File: config.mk
export PLATFORM = sky130hd
export DESIGN_NAME = fault_status_register
export DESIGN_NICKNAME = d
export VERILOG_FILES = /design/src/verilog/fault_pkg.sv /design/src/verilog/fault_status_register.sv /design/src/verilog/pin_edge_detect.sv /design/src/verilog/sticky_bit.sv
export SDC_FILE = /design/constraint.sdc
export NUM_CORES = 1
export LEC_CHECK = 0
export BUFFER_PORTS_ARGS = -buffer_cell sky130_fd_sc_hd__buf_2
export CAP_MARGIN = 20
export CORE_MARGIN = 4
export CORE_UTILIZATION = 48
export DETAILED_ROUTE_END_ITERATION = 12
export PLACE_DENSITY = 0.85
export SETUP_SLACK_MARGIN = 0.1
export SLEW_MARGIN = 20
export SYNTH_ARGS = -nofsm -noshare
export SYNTH_HDL_FRONTEND = slang
export SYNTH_SLANG_ARGS = --single-unit
export TNS_END_PERCENT = 10
File: constraint.sdc
create_clock -name clk_i -period 3.1 [get_ports clk_i]
set_clock_uncertainty 0.1 [all_clocks]
set_input_delay 0.31 -clock clk_i [delete_from_list [all_inputs] [get_ports clk_i]]
set_output_delay 0.31 -clock clk_i [all_outputs]
set_load 0.005 [all_outputs]
File: src/verilog/fault_pkg.sv
// package for the fault status register block: bit positions, masks, command codes.
// assumes a single 100 MHz clock domain; all users reference items as fault_pkg::name.
`default_nettype none

package fault_pkg;

  // ==========================================================================
  // fault register bit positions
  localparam int unsigned STAGE_OVERHEAT_BIT      = 0;
  localparam int unsigned LOAD_OR_OVERCURRENT_BIT = 1;
  localparam int unsigned SUPPLY_RANGE_BIT        = 2;
  localparam int unsigned ACCESSORY_IMAGE_BIT     = 3;
  localparam int unsigned DEFAULTS_CHECK_BIT      = 4;
  localparam int unsigned CONFIG_CHECK_BIT        = 5;
  localparam int unsigned CAL_CHECK_BIT           = 7;
  localparam int unsigned SETTINGS_LOAD_BIT       = 8;
  localparam int unsigned TEMP_EXCEEDED_BIT       = 9;
  localparam int unsigned COOLDOWN_BIT            = 10;
  localparam int unsigned TEMP_NEAR_LIMIT_BIT     = 11;
  localparam int unsigned PIN_HIGH_POWERUP_BIT    = 12;
  localparam int unsigned PIN_HIGH_SWITCH_BIT     = 13;
  localparam int unsigned REGULATOR_SAT_BIT       = 14;
  localparam int unsigned CURRENT_RANGE_BIT       = 15;

  // ==========================================================================
  // masks and reset values
  localparam logic [31:0] IMPLEMENTED_MASK = 32'h0000_FFBF;
  localparam logic [31:0] SELF_TEST_MASK   = 32'h0000_00A0;
  localparam logic [31:0] FAULT_RESET      = 32'h0000_0000;
  localparam logic [31:0] LASER_STAT_RESET = 32'h0000_0001;

  // laser status register fields
  localparam int unsigned LS_OUTPUT_ON_BIT  = 0;
  localparam int unsigned LS_ENABLE_BIT     = 2;
  localparam int unsigned LS_NO_FAULT_BIT   = 3;
  localparam int unsigned LS_EXT_SELECT_BIT = 6;
  localparam logic [31:0] LS_WRITE_MASK     = 32'h0000_00D7;

  // ==========================================================================
  // command codes carried by the command port (values arbitrary)
  typedef enum logic [2:0] {
    CMD_NONE,
    CMD_READ_FAULT,
    CMD_READ_COMBINED,
    CMD_READ_STATUS,
    CMD_WRITE_STATUS,
    CMD_CLEAR_FAULT
  } command_e;

  typedef struct packed {
    logic        valid;
    command_e    code;
    logic [31:0] data;
  } command_s;

  // raw fault conditions from the monitors and the self test
  typedef struct packed {
    logic stage_overheat;
    logic load_or_overcurrent;
    logic supply_out_of_range;
    logic accessory_image_bad;
    logic defaults_bad;
    logic config_bad;
    logic calibration_bad;
    logic settings_load_failed;
    logic temp_exceeded;
    logic cooldown_active;
    logic temp_near_limit;
    logic regulator_saturated;
    logic current_out_of_range;
  } fault_events_s;

endpackage

`default_nettype wire

File: src/verilog/fault_status_register.sv
// fault status register with the companion laser status control bits.
// assumes commands arrive as one-cycle valid pulses; monitors give level conditions.
// Operation
// - any fault bit set keeps the current output off
// - configuration and calibration corrupt bits come only from the power-on self test
// - self-test bits survive enable pin and clear command; only power cycle removes
// - bit 0 set on output stage overtemperature shutdown
// - bit 1 set on load failure or overcurrent shutdown
// - bit 2 set while supply voltage is outside safe range
// - bit 3 set on bad accessory image; image download then refused
// - bit 4 set when stored default settings fail their check
// - bit 5 set when stored configuration fails its check
// - bit 7 set when stored calibration fails its check
// - bit 8 set when last load of saved defaults failed
// - bit 9 set once temperature exceeded maximum operating temperature
// - bit 10 held during cooldown; re-enable rejected until it clears
// - bit 11 warns that temperature nears the shutdown threshold
// - bit 12 set if enable pin high at power-on, valid with external select
// - bit 13 set if enable pin high when external select is set
// - bit 14 set when regulator saturates without reaching setpoint
// - bit 15 set when output current leaves its safe range
// - clear command resets only the clearable fault bits
// - combined read: status in low 32 bits, faults in upper 32 bits
// - external select picks enable pin, else software enable bit
`default_nettype none

module fault_status_register (
  input  wire logic                     clk_i,
  input  wire logic                     nrst_i,
  input  wire fault_pkg::command_s      cmd_i,
  input  wire fault_pkg::fault_events_s events_i,
  input  wire logic                     self_test_done_i,
  input  wire logic                     enable_pin_i,
  input  wire logic                     image_download_req_i,
  output logic                          resp_valid_o,
  output logic [63:0]                   resp_data_o,
  output logic [31:0]                   fault_flags_o,
  output logic                          output_active_o,
  output logic                          image_download_ok_o
);

  // ==========================================================================
  // command decode
  wire logic cmd_clear;
  wire logic cmd_write;
  wire logic cmd_rd_fault;
  wire logic cmd_rd_comb;
  wire logic cmd_rd_stat;
  assign cmd_clear    = cmd_i.valid && cmd_i.code == fault_pkg::CMD_CLEAR_FAULT;
  assign cmd_write    = cmd_i.valid && cmd_i.code == fault_pkg::CMD_WRITE_STATUS;
  assign cmd_rd_fault = cmd_i.valid && cmd_i.code == fault_pkg::CMD_READ_FAULT;
  assign cmd_rd_comb  = cmd_i.valid && cmd_i.code == fault_pkg::CMD_READ_COMBINED;
  assign cmd_rd_stat  = cmd_i.valid && cmd_i.code == fault_pkg::CMD_READ_STATUS;

  // undecoded codes get no answer, so stale data is never acknowledged
  wire logic cmd_known;
  assign cmd_known = cmd_clear || cmd_write || cmd_rd_fault || cmd_rd_comb || cmd_rd_stat;

  // ==========================================================================
  // laser status register (software side of enabling)
  logic [31:0] laser_status_register;
  logic [31:0] next_status;
  logic        powerup_sampled;

  wire logic ext_select;
  wire logic sw_enable;
  wire logic select_rising;
  assign ext_select    = laser_status_register[fault_pkg::LS_EXT_SELECT_BIT];
  assign sw_enable     = laser_status_register[fault_pkg::LS_ENABLE_BIT];
  assign select_rising = cmd_write && cmd_i.data[fault_pkg::LS_EXT_SELECT_BIT] && !ext_select;

  // ==========================================================================
  // enable pin
  wire logic pin_level;
  wire logic pin_rise;

  pin_edge_detect u_pin (
    .clk_i   (clk_i),
    .nrst_i  (nrst_i),
    .level_i (enable_pin_i),
    .level_o (pin_level),
    .rise_o  (pin_rise)
  );

  // ==========================================================================
  // fault flag set terms
  logic [15:0] set_vec;
  logic [15:0] flags;
  logic        any_fault;
  logic        cooldown;

  // self-test results are sampled only while the self test reports done
  wire logic self_test_cfg;
  wire logic self_test_cal;
  assign self_test_cfg = self_test_done_i && !powerup_sampled && events_i.config_bad;
  assign self_test_cal = self_test_done_i && !powerup_sampled && events_i.calibration_bad;

  always_comb begin
    set_vec                                       = 16'h0000;
    set_vec[fault_pkg::STAGE_OVERHEAT_BIT]        = events_i.stage_overheat;
    set_vec[fault_pkg::LOAD_OR_OVERCURRENT_BIT]   = events_i.load_or_overcurrent;
    set_vec[fault_pkg::SUPPLY_RANGE_BIT]          = events_i.supply_out_of_range;
    set_vec[fault_pkg::ACCESSORY_IMAGE_BIT]       = events_i.accessory_image_bad;
    set_vec[fault_pkg::DEFAULTS_CHECK_BIT]        = events_i.defaults_bad;
    set_vec[fault_pkg::CONFIG_CHECK_BIT]          = self_test_cfg;
    set_vec[fault_pkg::CAL_CHECK_BIT]             = self_test_cal;
    set_vec[fault_pkg::SETTINGS_LOAD_BIT]         = events_i.settings_load_failed;
    set_vec[fault_pkg::TEMP_EXCEEDED_BIT]         = events_i.temp_exceeded;
    set_vec[fault_pkg::TEMP_NEAR_LIMIT_BIT]       = events_i.temp_near_limit;
    // power-on pin check happens once, at the first cycle after reset
    set_vec[fault_pkg::PIN_HIGH_POWERUP_BIT]      = !powerup_sampled && pin_level;
    set_vec[fault_pkg::PIN_HIGH_SWITCH_BIT]       = select_rising && pin_level;
    set_vec[fault_pkg::REGULATOR_SAT_BIT]         = events_i.regulator_saturated;
    set_vec[fault_pkg::CURRENT_RANGE_BIT]         = events_i.current_out_of_range;
  end

  // clearable bits drop on the clear command or a fresh rising edge of the pin while external select is set
  wire logic clear_pulse;
  assign clear_pulse = cmd_clear || (ext_select && pin_rise);

  sticky_bit u_stage_overheat (
    .clk_i   (clk_i),
    .nrst_i  (nrst_i),
    .set_i   (set_vec[fault_pkg::STAGE_OVERHEAT_BIT]),
    .clear_i (clear_pulse),
    .flag_o  (flags[fault_pkg::STAGE_OVERHEAT_BIT])
  );

  sticky_bit u_overcurrent (
    .clk_i   (clk_i),
    .nrst_i  (nrst_i),
    .set_i   (set_vec[fault_pkg::LOAD_OR_OVERCURRENT_BIT]),
    .clear_i (clear_pulse),
    .flag_o  (flags[fault_pkg::LOAD_OR_OVERCURRENT_BIT])
  );

  sticky_bit u_supply_range (
    .clk_i   (clk_i),
    .nrst_i  (nrst_i),
    .set_i   (set_vec[fault_pkg::SUPPLY_RANGE_BIT]),
    .clear_i (clear_pulse),
    .flag_o  (flags[fault_pkg::SUPPLY_RANGE_BIT])
  );

  sticky_bit u_accessory_image (
    .clk_i   (clk_i),
    .nrst_i  (nrst_i),
    .set_i   (set_vec[fault_pkg::ACCESSORY_IMAGE_BIT]),
    .clear_i (clear_pulse),
    .flag_o  (flags[fault_pkg::ACCESSORY_IMAGE_BIT])
  );

  sticky_bit u_defaults_check (
    .clk_i   (clk_i),
    .nrst_i  (nrst_i),
    .set_i   (set_vec[fault_pkg::DEFAULTS_CHECK_BIT]),
    .clear_i (clear_pulse),
    .flag_o  (flags[fault_pkg::DEFAULTS_CHECK_BIT])
  );

  // self-test bits ignore every clear; only a power cycle removes them
  sticky_bit #(.CLEARABLE(1'b0)) u_config_check (
    .clk_i   (clk_i),
    .nrst_i  (nrst_i),
    .set_i   (set_vec[fault_pkg::CONFIG_CHECK_BIT]),
    .clear_i (clear_pulse),
    .flag_o  (flags[fault_pkg::CONFIG_CHECK_BIT])
  );

  sticky_bit #(.CLEARABLE(1'b0)) u_cal_check (
    .clk_i   (clk_i),
    .nrst_i  (nrst_i),
    .set_i   (set_vec[fault_pkg::CAL_CHECK_BIT]),
    .clear_i (clear_pulse),
    .flag_o  (flags[fault_pkg::CAL_CHECK_BIT])
  );

  sticky_bit u_settings_load (
    .clk_i   (clk_i),
    .nrst_i  (nrst_i),
    .set_i   (set_vec[fault_pkg::SETTINGS_LOAD_BIT]),
    .clear_i (clear_pulse),
    .flag_o  (flags[fault_pkg::SETTINGS_LOAD_BIT])
  );

  sticky_bit u_temp_exceeded (
    .clk_i   (clk_i),
    .nrst_i  (nrst_i),
    .set_i   (set_vec[fault_pkg::TEMP_EXCEEDED_BIT]),
    .clear_i (clear_pulse),
    .flag_o  (flags[fault_pkg::TEMP_EXCEEDED_BIT])
  );

  sticky_bit u_temp_near_limit (
    .clk_i   (clk_i),
    .nrst_i  (nrst_i),
    .set_i   (set_vec[fault_pkg::TEMP_NEAR_LIMIT_BIT]),
    .clear_i (clear_pulse),
    .flag_o  (flags[fault_pkg::TEMP_NEAR_LIMIT_BIT])
  );

  sticky_bit u_pin_powerup (
    .clk_i   (clk_i),
    .nrst_i  (nrst_i),
    .set_i   (set_vec[fault_pkg::PIN_HIGH_POWERUP_BIT]),
    .clear_i (clear_pulse),
    .flag_o  (flags[fault_pkg::PIN_HIGH_POWERUP_BIT])
  );

  sticky_bit u_pin_switch (
    .clk_i   (clk_i),
    .nrst_i  (nrst_i),
    .set_i   (set_vec[fault_pkg::PIN_HIGH_SWITCH_BIT]),
    .clear_i (clear_pulse),
    .flag_o  (flags[fault_pkg::PIN_HIGH_SWITCH_BIT])
  );

  sticky_bit u_regulator_sat (
    .clk_i   (clk_i),
    .nrst_i  (nrst_i),
    .set_i   (set_vec[fault_pkg::REGULATOR_SAT_BIT]),
    .clear_i (clear_pulse),
    .flag_o  (flags[fault_pkg::REGULATOR_SAT_BIT])
  );

  sticky_bit u_current_range (
    .clk_i   (clk_i),
    .nrst_i  (nrst_i),
    .set_i   (set_vec[fault_pkg::CURRENT_RANGE_BIT]),
    .clear_i (clear_pulse),
    .flag_o  (flags[fault_pkg::CURRENT_RANGE_BIT])
  );

  // reserved bit and the cooldown slot are not sticky flags
  assign flags[6]                       = 1'b0;
  assign flags[fault_pkg::COOLDOWN_BIT] = 1'b0;

  // cooldown tracks the thermal monitor directly and cannot be cleared by software
  always_ff @(posedge clk_i or negedge nrst_i) begin
    if (!nrst_i) begin
      cooldown <= 1'b0;
    end else begin
      cooldown <= events_i.cooldown_active;
    end
  end

  wire logic [31:0] fault_word;
  assign fault_word = ({16'h0000, flags} | ({31'h0000_0000, cooldown} << fault_pkg::COOLDOWN_BIT))
                      & fault_pkg::IMPLEMENTED_MASK;
  assign any_fault  = |fault_word;

  // ==========================================================================
  // status register update
  always_comb begin
    next_status = laser_status_register;
    if (cmd_write) begin
      next_status = (cmd_i.data & fault_pkg::LS_WRITE_MASK)
                    | (laser_status_register & ~fault_pkg::LS_WRITE_MASK);
      // software enable is read-only while the pin is selected
      if (ext_select) begin
        next_status[fault_pkg::LS_ENABLE_BIT] = laser_status_register[fault_pkg::LS_ENABLE_BIT];
      end
      // re-enable refused during cooldown
      if (cooldown && !laser_status_register[fault_pkg::LS_ENABLE_BIT]) begin
        next_status[fault_pkg::LS_ENABLE_BIT] = 1'b0;
      end
    end
    if (next_status[fault_pkg::LS_EXT_SELECT_BIT]) begin
      next_status[fault_pkg::LS_ENABLE_BIT] = pin_level && !cooldown;
    end
    next_status[fault_pkg::LS_NO_FAULT_BIT] = !any_fault;
  end

  always_ff @(posedge clk_i or negedge nrst_i) begin
    if (!nrst_i) begin
      laser_status_register <= fault_pkg::LASER_STAT_RESET;
      powerup_sampled       <= 1'b0;
    end else begin
      laser_status_register <= next_status;
      powerup_sampled       <= 1'b1;
    end
  end

  // ==========================================================================
  // output gating
  wire logic enabled;
  assign enabled = ext_select ? pin_level : sw_enable;

  always_ff @(posedge clk_i or negedge nrst_i) begin
    if (!nrst_i) begin
      output_active_o <= 1'b0;
    end else begin
      output_active_o <= enabled && laser_status_register[fault_pkg::LS_OUTPUT_ON_BIT]
                         && !any_fault && !cooldown;
    end
  end

  assign image_download_ok_o = image_download_req_i && !flags[fault_pkg::ACCESSORY_IMAGE_BIT];
  assign fault_flags_o       = fault_word;

  // ==========================================================================
  // read responses, registered one cycle after the command
  wire logic [63:0] comb_word;
  assign comb_word = {fault_word, laser_status_register};

  always_ff @(posedge clk_i or negedge nrst_i) begin
    if (!nrst_i) begin
      resp_valid_o <= 1'b0;
      resp_data_o  <= 64'h0000_0000_0000_0000;
    end else begin
      resp_valid_o <= cmd_known;
      if (cmd_rd_comb) begin
        resp_data_o <= comb_word;
      end else if (cmd_rd_fault) begin
        resp_data_o <= {32'h0000_0000, fault_word};
      end else if (cmd_rd_stat) begin
        resp_data_o <= {32'h0000_0000, laser_status_register};
      end else if (cmd_write) begin
        resp_data_o <= {32'h0000_0000, next_status};
      end else if (cmd_clear) begin
        resp_data_o <= 64'h0000_0000_0000_0000;
      end
    end
  end

endmodule

`default_nettype wire

File: src/verilog/pin_edge_detect.sv
// rising-edge detector for the external enable pin (pin taken as synchronous).
// assumes the pin input is already in the clk_i domain.
`default_nettype none

module pin_edge_detect (
  input  wire logic clk_i,
  input  wire logic nrst_i,
  input  wire logic level_i,
  output logic      level_o,
  output logic      rise_o
);

  logic prev;

  always_ff @(posedge clk_i or negedge nrst_i) begin
    if (!nrst_i) begin
      prev <= 1'b0;
    end else begin
      prev <= level_i;
    end
  end

  assign level_o = level_i;
  assign rise_o  = level_i & ~prev;

endmodule

`default_nettype wire

File: src/verilog/sticky_bit.sv
// one sticky flag: set by hardware, optionally cleared by a clear pulse.
// assumes clk_i/nrst_i of the fault block; set wins over clear in the same cycle.
`default_nettype none

module sticky_bit #(
  parameter bit CLEARABLE = 1'b1
) (
  input  wire logic clk_i,
  input  wire logic nrst_i,
  input  wire logic set_i,
  input  wire logic clear_i,
  output logic      flag_o
);

  wire logic do_clear;
  assign do_clear = CLEARABLE & clear_i;

  always_ff @(posedge clk_i or negedge nrst_i) begin
    if (!nrst_i) begin
      flag_o <= 1'b0;
    end else if (set_i) begin
      flag_o <= 1'b1;
    end else if (do_clear) begin
      flag_o <= 1'b0;
    end
  end

endmodule

`default_nettype wire
======== After elaboration in Yosys (flattened, before gate mapping) ========
Cells that the tools add are included.
Widths: inputs -> output; s select.
cells by class
  add/subtract/negate cells ............... 0
  multiply operators ...................... 0
  divide/modulo/power cells ............... 0
  $lt $le $gt $ge ......................... 0
  equal/unequal tests ..................... 5
  shift-type cells ........................ 0
  muxes and demuxes ....................... 23
  bitwise gates (word level) .............. 4
  reductions and logical operators ........ 44
operator list
  cell                count
  $mux 64             5
  $mux 32             1
  $or 8x32->32        1
  $reduce_bool 2->1   12
  $logic_and 1x1->1   19
  $mux 1              17
  $or 16x11->16       1
  $reduce_or 15->1    1
  $eq 3x2->1 const B  2
  $eq 3x3->1 const B  2
  $logic_not 1->1     6
  $logic_or 1x1->1    5
  $reduce_bool 5->1   1
  $eq 3x1->1 const B  1
  $and 1x1->1         1
  $not 1->1           1
word-level totals
  register bits ........................... 115
  latch bits .............................. 0
  memory bits (writable) .................. 0
  ROM bits ................................ 0
  input bits .............................. 54
  output and inout bits ................... 99
  memories kept ........................... 0

======== Logic depth before layout (Yosys ltp) ========
  word-level depth ........................ 9
  gate-level depth with buffers ........... 6
  mapped depth without buffers ............ 4

======== Cells and area by module ========
A second synthesis with hierarchy kept.
unflattened totals
  cells, all modules ...................... 258
  area total of the unflattened synthesis .. 2862.7 um^2
modules (own cells, without submodules)
  module                              times used  cells each  area each (um^2)
  fault_status_register               1           215         2318.5
  sticky_bit (u_accessory_image ...)  12          3           36.3
  sticky_bit (u_cal_check ...)        2           2           31.3
  pin_edge_detect                     1           3           46.3

======== Least setup slack after synthesis ========
No wires, ideal clock.
  path kind ............................... in2reg
  from .................................... input cmd_i[33] in the netlist's numbering
  to ...................................... register resp_data_o[3]
  library setup time ...................... 0.123 ns
  arrival time ............................ 1.169 ns
  required time ........................... 2.877 ns
  setup slack ............................. 1.709 ns
  stages on the path ...................... 5
  cells stage by stage .................... buf_2 -> or3_1 -> nand3_2 -> inv_2 -> o221a_1
on the way
  cells in the longest elaborated chain, start to end .. 6
  elaborated cells on any way between the ends .. 15
  those cells by class .................... eq/ne (5); mux (4); reduce/logical (6)
RTL lines
  element               RTL line                      source
  start, declared       fault_status_register.sv:30   input wire fault_pkg::command_s cmd_i,
  $eq 3x3->1            fault_status_register.sv:50   assign cmd_write = cmd_i.valid && cmd_i.code == fault_pkg::CMD_WRITE_STATUS;
  $logic_and 1x1->1     fault_status_register.sv:50
  $mux 64               fault_status_register.sv:318  end else if (cmd_write) begin
  $mux 64               fault_status_register.sv:316  end else if (cmd_rd_stat) begin
  $mux 64               fault_status_register.sv:314  end else if (cmd_rd_fault) begin
  $mux 64               fault_status_register.sv:312  if (cmd_rd_comb) begin
  end signal, assigned  fault_status_register.sv:313  resp_data_o <= comb_word;
  end signal, assigned  fault_status_register.sv:315  resp_data_o <= {32'h0000_0000, fault_word};
  end signal, assigned  fault_status_register.sv:317  resp_data_o <= {32'h0000_0000, laser_status_register};
  end, declared         fault_status_register.sv:36   output logic [63:0] resp_data_o,
Several ways; a longest one is shown, not always the timed one.
A chain may end at the register's enable or synchronous reset.

======== Final worst setup path ========
  from .................................... input cmd_i[33] in the netlist's numbering
  to ...................................... register resp_data_o[6]
on the way
  cells in the longest elaborated chain, start to end .. 7
  elaborated cells on any way between the ends .. 16
  those cells by class .................... eq/ne (5); mux (5); reduce/logical (6)
RTL lines
  element            RTL line                      source
  $eq 3x3->1         fault_status_register.sv:50
  $logic_and 1x1->1  fault_status_register.sv:50
  $mux 32            fault_status_register.sv:256  if (cmd_write) begin
  $mux 64            fault_status_register.sv:318
  $mux 64            fault_status_register.sv:316
  $mux 64            fault_status_register.sv:314
  $mux 64            fault_status_register.sv:312
Several ways; a longest one is shown, not always the timed one.

==> results by stage <==
Setup path:
- Broken down by cell family, the worst path's largest delay share belongs to simple AND/OR/NAND/NOR gates.
- The endpoint class of the critical path is a flop.
- The number of buffers and inverters on the critical path is 1.
- At the worst endpoint, the arrival time is between 1500 and 2000 ps.
- The required time at the endpoint of the critical path is 3210 ps.
- The kind of launch point of the worst setup path is a primary input.
- Of all nets on the critical path, the largest fanout is 32.
- On the worst path, the slowest cell contributes a delay of ~550 ps.
- On the critical path, the stage with the largest delay is an instance of a221o_1.
- Traced cell by cell, the critical path runs through buf_2 > or3_1 > nand3_2 > a221o_1.
- The critical path class is primary input to flop.

Yosys:
- Of the post-synthesis cell area, the dominant cell type holds 0.497.
- The synthesized design contains 58 register bits.
- In the synthesized netlist the async set-or-reset flop fraction comes to 1.00.
- Yosys instantiated no cell more often than buf_4.
- The number of enable-type register cells in the synthesized netlist is 0.
- After synthesis, the netlist uses 43 different library cells.
- The cell type with the highest aggregate area in the netlist is dfrtp_1.
- In the synthesized netlist the dominant register cell turns out to be dfrtp_1.
- The per-instance average area after synthesis is approximately 11 um2.
- The commonest cells after synthesis are 65 x buf_4, 57 x dfrtp_1, 24 x a22o_1, 24 x nand2_1, 13 x a21o_1.
- The combined area of all synthesized cells is 2870 um2.
- The share of the Yosys chip area taken by registers is 0.506.
- Yosys attributes the largest share of cell area to dfrtp_1 50%, buf_4 17%, a22o_1 7.3%.
- The count of mapped cells out of synthesis is 263.
- The Yosys warning count is 0.

Timing:
- The worst path needs around 1700 ps of the cycle, external delays included.
- The maximum clock rate is 0.585 GHz.
- The share of the clock period used by the worst path after layout is 0.552.
- The total negative slack is 0 ps.
- The worst pin sits at a relative slew slack of 0.548.
- Setup repair after global routing left no endpoint under its margin.
- The transition time at the pin with the least slew margin is approximately 680 ps.
- The number of endpoints with negative hold slack in the final report came to 0.
- The number of slew-limit violations in the final report is 0.
- Setup violations remaining at the end of the flow were counted as 0.

CTS:
- At the later pin of the worst-skew pair, clock insertion delay measures 330 ps.
- The cell at the root of the clock tree is clkbuf_8.
- The clock slew at the register clock pins of the worst setup and hold paths is 60 ps.
- The cts-stage hold buffer count is 1.
- The number of CTS-inserted buffers is 9.
- The count of cells resized by post-cts repair is 0.
- TritonCTS built the clock tree.
- In this run the deepest clock path goes through 2 buffers.
- The number of setup buffers added after CTS is 0.
- The H-tree was split into 3 levels.
- The tree built by TritonCTS fans out to 58 sinks.

Die:
- For this configuration, the core starts out at a cell density of 0.509.
- The standard-cell row count is 27.
- Measured along the x axis, the die boundary spans around 85 um.
- The boundary pin count is about 150.
- The die covers between 7000 and 8000 um2.
- The floorplan step set the die height to 85.3 um.
- In this run the standard cell core region covers about 5600 um2.

Global route:
- The number of antenna violations at the first check in global routing was 0.
- The via count of the first global-routing pass is 1932.
- The first-pass GRT wire length is between 9 and 10 mm.
- The total congestion overflow after global routing is 0.
- For this run, the total global-route usage over all layers was measured as 0.176.
- Entering global routing, the biggest net connects 48 pins.

Pwr:
- In this run the power density over the cells is 571 nW/um2.
- IR analysis of the VDD net gives a maximum drop of 0.278 mV.
- The static leakage is 0.00169 uW.

Hold path:
- The class of the tightest hold or removal check is primary input to flop.

Layout:
- In the final layout, the share of cells above drive strength 1 is 0.353.
- The layout-stage area growth over the synthesis result is 11.7%.
- The final design instance area without fill is 3200 um2.
- At the end of the flow the core is filled with cells to 0.568.
- In the final layout, the multi-input gates occupy approximately 960 um2.
- The register area is 1450 um2.
- The number of diodes added for antenna fixing is 0.
- At the end of the flow, the number of nets in the layout was 381.
- The layout filler cell count is between 400 and 500.

Place:
- The quantity of I/O buffers inserted on ports is 92.
- The global placer's final weighted congestion is 0.849.
- The area of placed instances is 2990 um2.
- Detailed placement finished with a half-perimeter wire length of 4.69 mm.

Detailed routing:
- Dividing the detail-routed wire length by the instance count gives 15.7 um.
- The number of detailed-route iterations in the first pass is 4.
- The routed via count is between 2k and 2.5k.
- The ratio of routed vias to standard cells is 5.12.
- After the first detailed-routing iteration, the DRC count stood at 88.
- In this run the remaining antenna-violating nets after routing total 0.
- In the routed design, unresolved DRC markers number 0.
- Summed over all layers, the routed wires come to between 6 and 7 mm.

Flow run:
- Max-cap violations in this run came to 0.

Outcome:
- The run finished with clean final reports.
==> final timing paths <==
check	startpoint	to	slack, ps	cells after the start
worst max-delay path	cmd_i[33]	resp_data_o[6]$_DFFE_PN0P_	1390	4
worst min-delay path	events_i[11]	u_overcurrent.flag_o$_DFFE_PN0P_	50	2
worst max register to register	u_pin_powerup.flag_o$_DFFE_PN0P_	resp_data_o[3]$_DFFE_PN0P_	1490	4
worst min register to register	powerup_sampled$_DFF_PN0_	u_pin_powerup.flag_o$_DFFE_PN0P_	340	1
max in group asynchronous	nrst_i	u_regulator_sat.flag_o$_DFFE_PN0P_	1850	3
min in group asynchronous	nrst_i	resp_data_o[14]$_DFFE_PN0P_	430	2
==> layer usage <==
| metal | track usage | part of all wire |
|---|---|---|
| met4 | 0.0590 | 0.010 |
| met2 | 0.275 | 0.48 |
| met5 | 0 | 0 |
| met3 | 0.0563 | 0.091 |
| met1 | 0.230 | 0.41 |
==> where the power goes <==
group | internal, uW | switching, uW
clock | 385 | 292
combinational | 122 | 132
sequential | 833 | 65.4
==> sequential cells by signal (all words and copies together), names as in the netlist <==
register                  flops
u_accessory_image.flag_o      1
resp_data_o                  32
u_pin_switch.flag_o           1
u_current_range.flag_o        1
u_supply_range.flag_o         1
u_temp_exceeded.flag_o        1
resp_valid_o                  1
u_temp_near_limit.flag_o      1
cooldown                      1
output_active_o               1
u_stage_overheat.flag_o       1
u_config_check.flag_o         1
laser_status_register         7
u_cal_check.flag_o            1
u_pin.prev                    1
u_regulator_sat.flag_o        1
powerup_sampled               1
u_settings_load.flag_o        1
u_pin_powerup.flag_o          1
u_overcurrent.flag_o          1
u_defaults_check.flag_o       1
==> layout by cell type, fill, tap and decap left out, drive strengths merged, types with 2 or more instances in the layout <==
cell type	synthesis	layout
a21o	13	13
a21oi	6	6
a22o	24	24
and2	2	2
buf	74	93
clkbuf	1	10
clkinv	0	2
clkinvlp	0	2
conb	2	35
dfrtp	57	57
dlygate4sd3	0	2
inv	6	6
mux2i	3	3
nand2	24	24
nand2b	4	4
nor2	8	8
nor2b	3	3
nor3	2	2
nor3b	3	3
nor4	3	3
o211ai	5	5
o21ai	4	4
==> stage by stage <==
stage / hold slack, ps / std cells / power (uW) / worst slack [ps]
5_1_grt: 45.1 / 403 / 1920 / 1290
3_3_place_gp: 320 / 386 / 1150 / 1090
4_1_cts: 35.0 / 402 / 1850 / 1420
6_report: 52.8 / 403 / 1830 / 1390
2_1_floorplan: -85.6 / 296 / 1090 / 1710
3_5_place_dp: 321 / 386 / 1160 / 1070
==> kinds of logic (layout without fill, tap and decap cells) <==
logic type | Yosys count | in the layout | synth area share
buffers and inverters | 81 | 116 | 0.204
AOI/OAI and AO/OA | 63 | 63 | 0.172
muxes | 3 | 3 | 0.0105
other | 2 | 35 | 0.00262
DFF | 58 | 58 | 0.506
and+or+nand+nor | 56 | 56 | 0.105
==> layout make-up <==
class | instances | share of cell area
Clock buffer | 10 | 0.0430
Clock inverter | 5 | 0.0172
Inverter | 6 | 0.00703
Multi-Input combinational cell | 157 | 0.298
Sequential cell | 58 | 0.453
Tap cell | 72 | 0.0281
Timing Repair Buffer | 95 | 0.153
Power figures use the tool's default switching activity.
